[src/common/sfp_pkg.sv]
package sfp_pkg;
  // register byte offsets
  localparam logic [7:0] ADDR_CTRL = 8'h00;
  localparam logic [7:0] ADDR_DATA = 8'h08;
  localparam logic [7:0] ADDR_STATUS = 8'h0C;
  localparam logic [7:0] ADDR_PRESCALE = 8'h10;
  // data port
  localparam int DATA_W = 16;
  // status bit positions
  localparam int ST_TFE = 0;
  localparam int ST_TNF = 1;
  localparam int ST_RNE = 2;
  localparam int ST_RFF = 3;
  localparam int ST_BSY = 4;
  localparam logic [31:0] STATUS_RESET = 32'h0000_0003;
  // control register fields
  localparam int CTRL_SIZE_LSB = 0;
  localparam int CTRL_SIZE_W = 4;
  localparam int CTRL_EN_BIT = 4;
  localparam logic [3:0] SIZE_MIN_CODE = 4'h3;
  localparam logic [3:0] SIZE_RESET = 4'h7;
  // prescaler
  localparam int PRESC_W = 8;
  localparam logic [7:0] PRESC_RESET = 8'h00;
  localparam logic [7:0] PRESC_LSB_MASK = 8'hFE;
  // default fifo depth in entries
  localparam int FIFO_DEPTH = 8;
endpackage : sfp_pkg

[src/rtl/sfp_port.sv]
// The APB slave port was chosen for this implementation.
`timescale 1ns/1ps
// How it works
// - data port carries 16 data bits; upper 16 read zero, read-only
// - reading data port returns rx FIFO head and pops it
// - each received frame value is written at the rx write pointer unless rx FIFO full
// - writing data port stores value at the tx write pointer unless tx FIFO full
// - tx values loaded one at a time into shifter, sent on mosi at bit rate
// - tx logic ignores upper unused bits for frames under 16 bits
// - rx values stored right-justified with upper bits zero
// - busy flag set while frame in flight or tx FIFO not empty
// - rx-full flag set when rx FIFO completely full
// - rx-not-empty flag set when rx FIFO holds an entry
// - tx-not-full flag set while tx FIFO has a free entry
// - tx-empty flag set when tx FIFO holds nothing
// - status resets to tx flags set, all else clear
// - 8-bit prescale divisor divides input clock before bit-rate use
// - prescale bit 0 hard-wired zero
// - prescale register at offset 0x10, resets to zero
// - 4-bit frame size code, 3..15 selects 4..16 bits
module sfp_port #(
  parameter int DEPTH = sfp_pkg::FIFO_DEPTH
) (
  // clock and reset
  input wire logic ref_clk,
  input wire logic rst,
  // apb slave
  input wire logic psel,
  input wire logic penable,
  input wire logic pwrite,
  input wire logic [7:0] paddr,
  input wire logic [31:0] pwdata,
  output logic [31:0] prdata,
  output logic pready,
  output logic pslverr,
  // serial link, master side
  output logic sclk,
  output logic mosi,
  input wire logic miso,
  output logic ss_n
);
  localparam int AW = $clog2(DEPTH);
  localparam int CW = AW + 1;
  localparam logic [CW-1:0] FULL_CNT = CW'(DEPTH);
  localparam logic [CW-1:0] ONE_CNT = CW'(1);
  localparam logic [AW-1:0] ONE_PTR = AW'(1);
  localparam logic [3:0] TOP_CODE = 4'hF;

  typedef enum logic [1:0] {SFP_IDLE, SFP_LEAD, SFP_TRAIL} sfp_state_t;

  // frame mask for a size code
  function automatic logic [15:0] sfp_mask(input logic [3:0] code);
    sfp_mask = 16'hFFFF >> (TOP_CODE - code);
  endfunction : sfp_mask

  logic [sfp_pkg::DATA_W-1:0] tx_mem [DEPTH];
  logic [sfp_pkg::DATA_W-1:0] rx_mem [DEPTH];
  logic [AW-1:0] tx_wp_q, tx_rp_q, rx_wp_q, rx_rp_q;
  logic [CW-1:0] tx_cnt_q, rx_cnt_q;
  logic [3:0] size_q;
  logic en_q;
  logic [sfp_pkg::PRESC_W-1:0] presc_q;
  logic [sfp_pkg::PRESC_W-1:0] div_cnt_q;
  logic [15:0] tx_sh_q, rx_sh_q;
  logic [3:0] bit_q;
  sfp_state_t st_q;
  logic sclk_q, mosi_q;
  logic [31:0] prdata_q;

  logic acc, wr, rd, tick;
  logic tx_push, tx_pop, rx_push, rx_pop;
  logic tx_full, tx_empty, rx_full, rx_empty, busy;
  logic [4:0] status;
  logic [15:0] rx_word;
  logic hit_ctrl, hit_data, hit_presc;
  logic rise, fall, last_bit, shift_next;
  logic [15:0] tx_word;

  assign acc = psel & penable;
  assign wr = acc & pwrite;
  assign rd = acc & ~pwrite;
  assign pready = 1'b1;
  assign pslverr = 1'b0;
  assign prdata = prdata_q;

  assign tx_full = (tx_cnt_q == FULL_CNT);
  assign tx_empty = (tx_cnt_q == '0);
  assign rx_full = (rx_cnt_q == FULL_CNT);
  assign rx_empty = (rx_cnt_q == '0);
  assign busy = (st_q != SFP_IDLE) | ~tx_empty;

  always_comb begin
    status = '0;
    status[sfp_pkg::ST_BSY] = busy;
    status[sfp_pkg::ST_RFF] = rx_full;
    status[sfp_pkg::ST_RNE] = ~rx_empty;
    status[sfp_pkg::ST_TNF] = ~tx_full;
    status[sfp_pkg::ST_TFE] = tx_empty;
  end

  assign hit_ctrl = (paddr == sfp_pkg::ADDR_CTRL);
  assign hit_data = (paddr == sfp_pkg::ADDR_DATA);
  assign hit_presc = (paddr == sfp_pkg::ADDR_PRESCALE);
  assign tx_push = wr & hit_data & ~tx_full;
  assign rx_pop = rd & hit_data & ~rx_empty;

  // control register: frame size and enable
  always_ff @(posedge ref_clk or posedge rst) begin
    if (rst) begin
      size_q <= sfp_pkg::SIZE_RESET;
      en_q <= 1'b0;
    end else if (wr & hit_ctrl) begin
      size_q <= pwdata[sfp_pkg::CTRL_SIZE_LSB +: sfp_pkg::CTRL_SIZE_W];
      en_q <= pwdata[sfp_pkg::CTRL_EN_BIT];
    end
  end

  // prescale register, bit 0 never stored
  always_ff @(posedge ref_clk or posedge rst) begin
    if (rst) begin
      presc_q <= sfp_pkg::PRESC_RESET;
    end else if (wr & hit_presc) begin
      presc_q <= pwdata[sfp_pkg::PRESC_W-1:0] & sfp_pkg::PRESC_LSB_MASK;
    end
  end

  // read data, registered on the setup cycle
  always_ff @(posedge ref_clk or posedge rst) begin
    if (rst) begin
      prdata_q <= '0;
    end else if (psel & ~penable & ~pwrite) begin
      unique case (paddr)
        sfp_pkg::ADDR_CTRL: prdata_q <= {27'h0, en_q, size_q};
        sfp_pkg::ADDR_DATA: prdata_q <= {16'h0, rx_empty ? 16'h0 : rx_mem[rx_rp_q]};
        sfp_pkg::ADDR_STATUS: prdata_q <= {27'h0, status};
        sfp_pkg::ADDR_PRESCALE: prdata_q <= {24'h0, presc_q};
        default: prdata_q <= '0;
      endcase
    end
  end

  // transmit FIFO
  always_ff @(posedge ref_clk) begin
    if (tx_push) begin
      tx_mem[tx_wp_q] <= pwdata[sfp_pkg::DATA_W-1:0];
    end
  end

  always_ff @(posedge ref_clk or posedge rst) begin
    if (rst) begin
      tx_wp_q <= '0;
      tx_rp_q <= '0;
    end else begin
      if (tx_push) tx_wp_q <= tx_wp_q + ONE_PTR;
      if (tx_pop) tx_rp_q <= tx_rp_q + ONE_PTR;
    end
  end

  // tx fill level
  always_ff @(posedge ref_clk or posedge rst) begin
    if (rst) begin
      tx_cnt_q <= '0;
    end else if (tx_push & ~tx_pop) begin
      tx_cnt_q <= tx_cnt_q + ONE_CNT;
    end else if (tx_pop & ~tx_push) begin
      tx_cnt_q <= tx_cnt_q - ONE_CNT;
    end
  end

  // receive FIFO
  always_ff @(posedge ref_clk) begin
    if (rx_push) begin
      rx_mem[rx_wp_q] <= rx_word;
    end
  end

  always_ff @(posedge ref_clk or posedge rst) begin
    if (rst) begin
      rx_wp_q <= '0;
      rx_rp_q <= '0;
    end else begin
      if (rx_push) rx_wp_q <= rx_wp_q + ONE_PTR;
      if (rx_pop) rx_rp_q <= rx_rp_q + ONE_PTR;
    end
  end

  // rx fill level
  always_ff @(posedge ref_clk or posedge rst) begin
    if (rst) begin
      rx_cnt_q <= '0;
    end else if (rx_push & ~rx_pop) begin
      rx_cnt_q <= rx_cnt_q + ONE_CNT;
    end else if (rx_pop & ~rx_push) begin
      rx_cnt_q <= rx_cnt_q - ONE_CNT;
    end
  end

  // prescaler: one tick every presc_q input clocks
  assign tick = (st_q != SFP_IDLE) &
    ((div_cnt_q + 8'h01) >= presc_q) & (presc_q != '0);

  always_ff @(posedge ref_clk or posedge rst) begin
    if (rst) begin
      div_cnt_q <= '0;
    end else if (st_q == SFP_IDLE || tick) begin
      div_cnt_q <= '0;
    end else begin
      div_cnt_q <= div_cnt_q + 8'h01;
    end
  end

  // shift engine
  assign tx_pop = (st_q == SFP_IDLE) & en_q & ~tx_empty & (presc_q != '0);
  assign rise = (st_q == SFP_LEAD) & tick;
  assign fall = (st_q == SFP_TRAIL) & tick;
  assign last_bit = fall & (bit_q == '0);
  assign shift_next = fall & (bit_q != '0);
  assign tx_word = tx_mem[tx_rp_q] & sfp_mask(size_q);
  assign rx_push = last_bit & ~rx_full;
  assign rx_word = rx_sh_q & sfp_mask(size_q);

  // frame sequencing
  always_ff @(posedge ref_clk or posedge rst) begin
    if (rst) begin
      st_q <= SFP_IDLE;
    end else begin
      unique case (st_q)
        SFP_IDLE: begin
          if (tx_pop) begin
            st_q <= SFP_LEAD;
          end
        end
        SFP_LEAD: begin
          if (rise) begin
            st_q <= SFP_TRAIL;
          end
        end
        SFP_TRAIL: begin
          if (last_bit) begin
            st_q <= SFP_IDLE;
          end else if (fall) begin
            st_q <= SFP_LEAD;
          end
        end
        default: st_q <= SFP_IDLE;
      endcase
    end
  end

  // bits still to send in the frame after the current one
  always_ff @(posedge ref_clk or posedge rst) begin
    if (rst) begin
      bit_q <= '0;
    end else if (tx_pop) begin
      bit_q <= size_q;
    end else if (shift_next) begin
      bit_q <= bit_q - 4'h1;
    end
  end

  // transmit shifter, frame msb aligned to bit 15
  always_ff @(posedge ref_clk or posedge rst) begin
    if (rst) begin
      tx_sh_q <= '0;
    end else if (tx_pop) begin
      tx_sh_q <= tx_word << (TOP_CODE - size_q);
    end else if (shift_next) begin
      tx_sh_q <= {tx_sh_q[14:0], 1'b0};
    end
  end

  // serial data out, loaded at frame start, then moves only as sclk falls
  always_ff @(posedge ref_clk or posedge rst) begin
    if (rst) begin
      mosi_q <= 1'b0;
    end else if (tx_pop) begin
      mosi_q <= tx_word[size_q];
    end else if (shift_next) begin
      mosi_q <= tx_sh_q[14];
    end
  end

  // receive shifter, samples miso as sclk rises
  always_ff @(posedge ref_clk or posedge rst) begin
    if (rst) begin
      rx_sh_q <= '0;
    end else if (tx_pop) begin
      rx_sh_q <= '0;
    end else if (rise) begin
      rx_sh_q <= {rx_sh_q[14:0], miso};
    end
  end

  // serial clock, low outside frames
  always_ff @(posedge ref_clk or posedge rst) begin
    if (rst) begin
      sclk_q <= 1'b0;
    end else if (rise) begin
      sclk_q <= 1'b1;
    end else if (fall) begin
      sclk_q <= 1'b0;
    end
  end

  assign sclk = sclk_q;
  assign mosi = mosi_q;
  assign ss_n = (st_q == SFP_IDLE);
endmodule : sfp_port

[config.mk]
export PLATFORM = sky130hd
export DESIGN_NAME = sfp_port
export DESIGN_NICKNAME = d
export VERILOG_FILES = /design/src/common/sfp_pkg.sv /design/src/rtl/sfp_port.sv
export SDC_FILE = /design/constraint.sdc
export NUM_CORES = 1
export LEC_CHECK = 0
export ABC_AREA = 0
export BUFFER_PORTS_ARGS = -buffer_cell sky130_fd_sc_hd__buf_2
export CAP_MARGIN = 40
export CORE_ASPECT_RATIO = 1.75
export CORE_UTILIZATION = 40
export DETAILED_ROUTE_END_ITERATION = 7
export PLACE_DENSITY = 0.65
export SKIP_CTS_REPAIR_TIMING = 1
export SLEW_MARGIN = 20
export SYNTH_ARGS = -nofsm -noshare
export SYNTH_HDL_FRONTEND = slang
export SYNTH_SLANG_ARGS = --single-unit
[constraint.sdc]
create_clock -name ref_clk -period 5 [get_ports ref_clk]
set_clock_uncertainty 0.1 [all_clocks]
set_input_delay 0 -clock ref_clk [delete_from_list [all_inputs] [get_ports ref_clk]]
set_output_delay 0 -clock ref_clk [all_outputs]
set_load 0.02 [all_outputs]
# Yosys cells after proc, flatten, opt, wreduce, memory -nomap -nowiden
# Memories as Yosys holds them, arrays and structs flattened.
# Cells that the tools add are included.
dict set report classes {
  n_reduce_logical 15
  n_shift 2
  mux 28
  bitwise_logic 38
  n_eq_ne 10
  n_addsub 11
  order_cmp 2
}
# op count
set op_table {}
lappend op_table {{16-bit case mux with 4 select lines} 1}
lappend op_table {{16-bit two-way mux} 3}
lappend op_table {{16-bit AND} 2}
lappend op_table {{15-bit two-way mux} 2}
lappend op_table {{1-bit AND} 25}
lappend op_table {{4-bit two-way mux} 6}
lappend op_table {{8-bit by 4-bit equality test with 1-bit output, second input constant} 2}
lappend op_table {{16-bit by 4-bit << shifter with 15-bit output} 1}
lappend op_table {{16-bit by 4-bit >> shifter with 16-bit output, first input constant} 1}
lappend op_table {{3-bit by 1-bit adder with 3-bit output, second input constant} 4}
lappend op_table {{4-bit logical NOT} 3}
lappend op_table {{2-bit nonzero test} 6}
lappend op_table {{4-bit by 1-bit subtractor with 4-bit output, second input constant} 3}
lappend op_table {{1-bit inverter} 10}
lappend op_table {{1-bit two-way mux} 9}
lappend op_table {{4-bit by 1-bit adder with 4-bit output, second input constant} 2}
lappend op_table {{8-bit by 1-bit adder with 8-bit output, second input constant} 1}
lappend op_table {{4-bit equality test, second input constant} 2}
lappend op_table {{8-bit by 5-bit equality test with 1-bit output, second input constant} 1}
lappend op_table {{8-bit greater-or-equal comparator} 1}
lappend op_table {{8-bit logical NOT} 1}
lappend op_table {{2-bit two-way mux} 4}
lappend op_table {{8-bit two-way mux} 1}
lappend op_table {{8-bit nonzero test} 1}
lappend op_table {{other kinds (14)} 14}
dict set report word_totals {
  out_inout_bits 37
  ramBits 256
  inputBits 46
  word_cells 125
  reg_bits 111
  n_memories 2
}
# name depth word_bits read_ports rd_clocked_by_memory_dff wr line
set mem_list {}
lappend mem_list {rx_mem 8 16 1 0 1 sfp_port.sv:57} ;# logic [sfp_pkg::DATA_W-1:0] rx_mem [DEPTH];
lappend mem_list {tx_mem 8 16 1 0 1 sfp_port.sv:56} ;# logic [sfp_pkg::DATA_W-1:0] tx_mem [DEPTH];

# Logic depth before layout (Yosys ltp)
dict set report logic_depth {
  ltp_word 11
  ltp_mapped 19
  ltp_nobuf 19
}

# Worst setup path before layout
# OpenSTA, ideal clock, no wires.
dict set report synth_path {
  path_type {register to register}
  from {reg div_cnt_q[0] (netlist bit)}
  to {mem rx_mem[2][0] (netlist bit), enable pin}
  synth_period_minus_slack_ns 4.331
  t_arrival_ns 3.795
  stages_incl_launch_ff 12
  slack_ns 0.669
  path_buffers 0
  required_ns 4.464
  setup_ns 0.436
  path_cell_list {dfrtp_1 -> ha_1 -> nand3_1 -> nor2_1 -> xor2_1 -> ha_1 -> o21ai_0 -> a21oi_1 -> nand2_1 -> nor2_1 -> nand2_1 -> nor4b_1}
}
dict set report synth_via {
  elab_chain_len 9
}
# item line
set synth_rtl {}
lappend synth_rtl {{start: declaration} sfp_port.sv:63} ;# logic [sfp_pkg::PRESC_W-1:0] div_cnt_q;
lappend synth_rtl {{start signal: assignment} sfp_port.sv:208} ;# div_cnt_q <= div_cnt_q + 8'h01;
lappend synth_rtl {{8-bit by 1-bit adder with 8-bit output} sfp_port.sv:200} ;# ((div_cnt_q + 8'h01) >= presc_q) & (presc_q != '0);
lappend synth_rtl {{8-bit greater-or-equal comparator} sfp_port.sv:200}
lappend synth_rtl {{1-bit AND} sfp_port.sv:199} ;# assign tick = (st_q != SFP_IDLE) &
lappend synth_rtl {{1-bit AND} sfp_port.sv:200}
lappend synth_rtl {{1-bit AND} sfp_port.sv:215} ;# assign fall = (st_q == SFP_TRAIL) & tick;
lappend synth_rtl {{1-bit AND} sfp_port.sv:216} ;# assign last_bit = fall & (bit_q == '0);
lappend synth_rtl {{1-bit AND} sfp_port.sv:219} ;# assign rx_push = last_bit & ~rx_full;
lappend synth_rtl {{1-bit two-way mux} sfp_port.sv:172} ;# if (rx_push) begin
lappend synth_rtl {{1-bit two-way mux (not written as such)} sfp_port.sv:173} ;# rx_mem[rx_wp_q] <= rx_word;
lappend synth_rtl {{end: declaration} sfp_port.sv:57}
# No other way between the ends.

# Worst setup path after layout
dict set report layout_path {
  from {reg div_cnt_q[0] (netlist bit)}
  to {reg rx_cnt_q[3]}
}
dict set report layout_via {
  elab_chain_len 10
  elab_cells_between_ends 12
  cone_classes {add/sub: 1; order compare: 1; mux: 1; bitwise: 8; reduce/logical: 1}
}
# item line
set layout_rtl {}
lappend layout_rtl {{8-bit by 1-bit adder with 8-bit output (*)} sfp_port.sv:200}
lappend layout_rtl {{8-bit greater-or-equal comparator (*)} sfp_port.sv:200}
lappend layout_rtl {{1-bit AND (*)} sfp_port.sv:199}
lappend layout_rtl {{1-bit AND (*)} sfp_port.sv:200}
lappend layout_rtl {{1-bit AND (*)} sfp_port.sv:215}
lappend layout_rtl {{1-bit AND (*)} sfp_port.sv:216}
lappend layout_rtl {{1-bit AND (*)} sfp_port.sv:219}
lappend layout_rtl {{via rx_push} sfp_port.sv:71} ;# logic tx_push, tx_pop, rx_push, rx_pop;
lappend layout_rtl {{1-bit inverter} sfp_port.sv:193} ;# end else if (rx_pop & ~rx_push) begin
lappend layout_rtl {{1-bit AND} sfp_port.sv:193}
lappend layout_rtl {{2-bit nonzero test (no source line)} n/a}
lappend layout_rtl {{end signal: assignment} sfp_port.sv:192} ;# rx_cnt_q <= rx_cnt_q + ONE_CNT;
lappend layout_rtl {{end signal: assignment} sfp_port.sv:194} ;# rx_cnt_q <= rx_cnt_q - ONE_CNT;
lappend layout_rtl {{end: declaration} sfp_port.sv:59} ;# logic [CW-1:0] tx_cnt_q, rx_cnt_q;
# The timed path passes the listed nets; every way through them passes the cells marked *.
# A chain may end at the register's enable or synchronous reset.

==> run_results.csv <==
group,metric,value,unit
routing,top_layer_used,"met4",
floorplan,die_width,151.2,um
floorplan,die_h,263.1,um
setup_path,end_kind,"flip-flop",
layout,multi_input_area,5032,um^2
clocking,cts_tree,"done",
yosys,synth_largest_area_cell,"edfxtp_1",
setup_path,cp.arrival,4490,ps
sta,slew_headroom,47.18,%
layout,syn_to_final_growth,12.76,%
layout,nNetsFinal,1133,
yosys,ys_seq_elements,351,
layout,fill_cells,3332,
global_routing,antenna_found_initial,0,
power_and_ir_drop,p_leak,0.006336,uW
routing,first_pass_iters,5,
sta,timing.hold.ws,-7.504,ps
routing,vias,8456,
routing,met1_length,12060,um
routing,met2WireLength,18870,um
sta,hold_viol,3,
routing,avgViaCountPerCell,5.372,
floorplan,die_area,39770,um^2
power_and_ir_drop,power_density,324.0,nW/um^2
setup_path,crit_fanout,7,
layout,seqCellArea,10070,um^2
yosys,synth_async_sr_flop_share,27.07,%
outcome,status,"complete, but fails checks",
sta,tightest_slew,785.3,ps
layout,final_cell_count_no_fill,1574,
sta,period_minus_slack,4130,ps
setup_path,worst_path_max_delay_cell,"dfrtp_1",
layout,num_antenna_cells,0,
layout,drive_gt1_share,22.68,%
setup_path,cp_data_required_time,5360,ps
place,io_buffer_count,48,
sta,finalCritPeriodShare,82.59,%
yosys,synth_seq_area_share,64.63,%
global_routing,grt_pass1_vias,8787,
power_and_ir_drop,vdd_drop_max,0.2205,mV
routing,wl,32800,um
yosys,synthCells,981,
floorplan,pin_count,83,
yosys,synth_edf_count,256,
routing,post_drt_wl_per_cell,20.84,um
yosys,syn_area_per_cell,15.88,um^2
setup_path,crit_family,"simple AND/OR/NAND/NOR gates",
floorplan,initial_utilization,40.58,%
global_routing,grt_usage,17.01,%
routing,postRouteAntennaNets,0,
global_routing,grt_max_degree,53,
routing,met3WireLength,980,um
yosys,yosysUniqueCellTypes,80,
floorplan,core_area,38390,um^2
clocking,cts_buffers,31,
routing,drc_errors,0,
setup_path,r2r_setup_slack,870,ps
hold_path,hold_path.class,"primary input to flip-flop",
setup_path,path_buf_inv,2,
setup_path,start_kind,"flip-flop",
yosys,synth_top_area_share,49.35,%
sta,setup_tns,0,ps
floorplan,rows,95,
place,place_congestion,0.8788,
place,hpwl,22460,um
outcome,violations,"negative hold slack",
routing,drt_iter0_drc,476,
setup_path,cpPeakStageDelay,400,ps
setup_path,worstSetupPathType,"flip-flop to flip-flop",
yosys,synth_top_cells_by_area,"edfxtp_1 49%, dfrtp_1 15%, mux4_2 9.3%",
global_routing,gr-total-overflow,0,
sta,slew_viol_final,0,
clocking,clock_sinks,351,
sta,setup_violations,0,
place,place_inst,1492,
clocking,htreeDepth,1,
setup_path,crit_chain,"and3_1 > nand3_1 > nor2_1 > xor2_1 > ha_1 > or3_1 > a221oi_1 > o21a_1 > nor2_1 > nand2_1 > inv_1 > ha_1 > inv_1 > ha_1 > a21o_1 > a21oi_1 > xnor2_1 > nor2_1 > xor2_1",
sta,rsz0062_at_grt,"false",
yosys,synth_top_flop_cell,"edfxtp_1",
clocking,clkLatencyLatePin,570,ps
clocking,path_clk_slew,60,ps
yosys,syn_area,15580,um^2
clocking,cts_buffer_depth,3,
yosys,synth_warnings,0,
sta,fmax,242.2,MHz
global_routing,grt_pass1_wl,51040,um
clocking,cts_root_buffer,"clkbuf_16",
run,cap_violations,0,
==> routing by layer <==
layer	vias up	GRT usage [%]
met2	166	33.20
met3	61	1.802
met4	0	5.703
li1	3904	-
met1	4325	18.39
met5	-	0
==> tightest hold or removal path: cells and delay by family <==
| family | cells | cell delay [ps] |
|---|---|---|
| and+or+nand+nor | 2 | 320 |
| buffers and inverters | 1 | 150 |
| xor gates and xnor gates | 1 | 150 |
==> kinds of logic (layout without fill, tap and decap cells) <==
group,after synthesis,in the layout,synth area share (%)
AOI/OAI and AO/OA,117,117,5.261
xor gates and xnor gates,24,24,1.349
adders and majority gates,21,21,1.783
buffers and inverters,95,187,3.799
DFF,351,351,64.63
muxes,166,166,16.60
other,2,18,0.04821
and+or+nand+nor,205,205,6.530
==> per-stage QoR <==
stage | util, % | hold WS, ps | total power [uW] | instance area (um^2) | worst slack (ps)
6_report | 45.76 | -7.504 | 5692 | 17570 | 870.4
5_1_grt | 45.76 | 14.25 | 5865 | 17570 | 564.8
4_1_cts | 45.08 | -537.9 | 5730 | 17310 | 863.5
3_5_place_dp | 42.44 | 68.66 | 3355 | 16300 | 884.4
3_3_place_gp | 42.37 | 55.14 | 3349 | 16270 | 990.9
2_1_floorplan | - | -1.131 | 3307 | 15640 | 668.6
==> Yosys cell counts (4+ instances only) <==
cell	instances
a211oi_1	4
a21oi_1	15
a221oi_1	5
and3_1	4
buf_1	4
buf_2	9
buf_4	22
buf_6	5
clkbuf_1	24
clkbuf_8	6
dfrtp_1	92
edfxtp_1	256
ha_1	19
inv_1	20
mux2_1	13
mux2_2	19
mux2i_1	63
mux4_2	64
nand2_1	61
nand2b_1	7
nand3_1	7
nand3b_1	5
nand4_1	5
nor2_1	61
nor2b_1	9
nor3_1	18
nor4_1	7
o211ai_1	6
o21ai_0	24
o21ai_1	6
o22ai_1	12
o31ai_1	9
xnor2_1	16
xor2_1	8
==> where the power goes <==
group	total [uW]	switching [uW]	internal [uW]
logic	170	108	62.3
registers	3140	17.3	3120
clock network	2380	1040	1350
==> layout by cell type (no fill, tap or decap), types with 7 or more instances in the layout <==
master	count
edfxtp_1	256
dfrtp_1	90
mux4_2	64
mux2i_1	63
nand2_1	61
nor2_1	61
buf_2	49
clkbuf_16	31
buf_4	31
dlygate4sd3_1	26
o21ai_0	24
mux2_2	19
inv_1	19
ha_1	19
conb_1	18
xnor2_1	16
a21oi_1	15
mux2_1	13
nor3_1	12
o22ai_1	12
nor2b_1	9
o31ai_1	9
xor2_1	8
nand3_1	7
nand2b_1	7
clkinv_2	7
==> flip-flops by register name (all words and copies together), names as in the netlist, 7 cells and up <==
register,flops
rx_mem,128
tx_mem,128
prdata,16
rx_sh_q,16
tx_sh_q,15
div_cnt_q,8
presc_q,7
==> cell type report <==
type | instances | share of cell area, %
flip-flops and latches | 351 | 57.33
multi-input cells | 551 | 28.65
clock buffers | 40 | 4.836
repair buffers | 109 | 4.330
well taps | 485 | 3.454
clock inverters | 16 | 0.9188
inverters | 22 | 0.4843
==> path summary, 6_finish.rpt <==
path,endpoint,from,cells after the start
hold / removal,tx_wp_q[0],paddr[1],4
min in group asynchronous,prdata[2],rst,3
max in group asynchronous,tx_rp_q[1],rst,4
setup reg to reg,rx_cnt_q[3],div_cnt_q[0],19
setup / recovery,rx_cnt_q[3],div_cnt_q[0],19
hold reg to reg,prdata[12],prdata[12],2
Power figures use the tool's default switching activity.
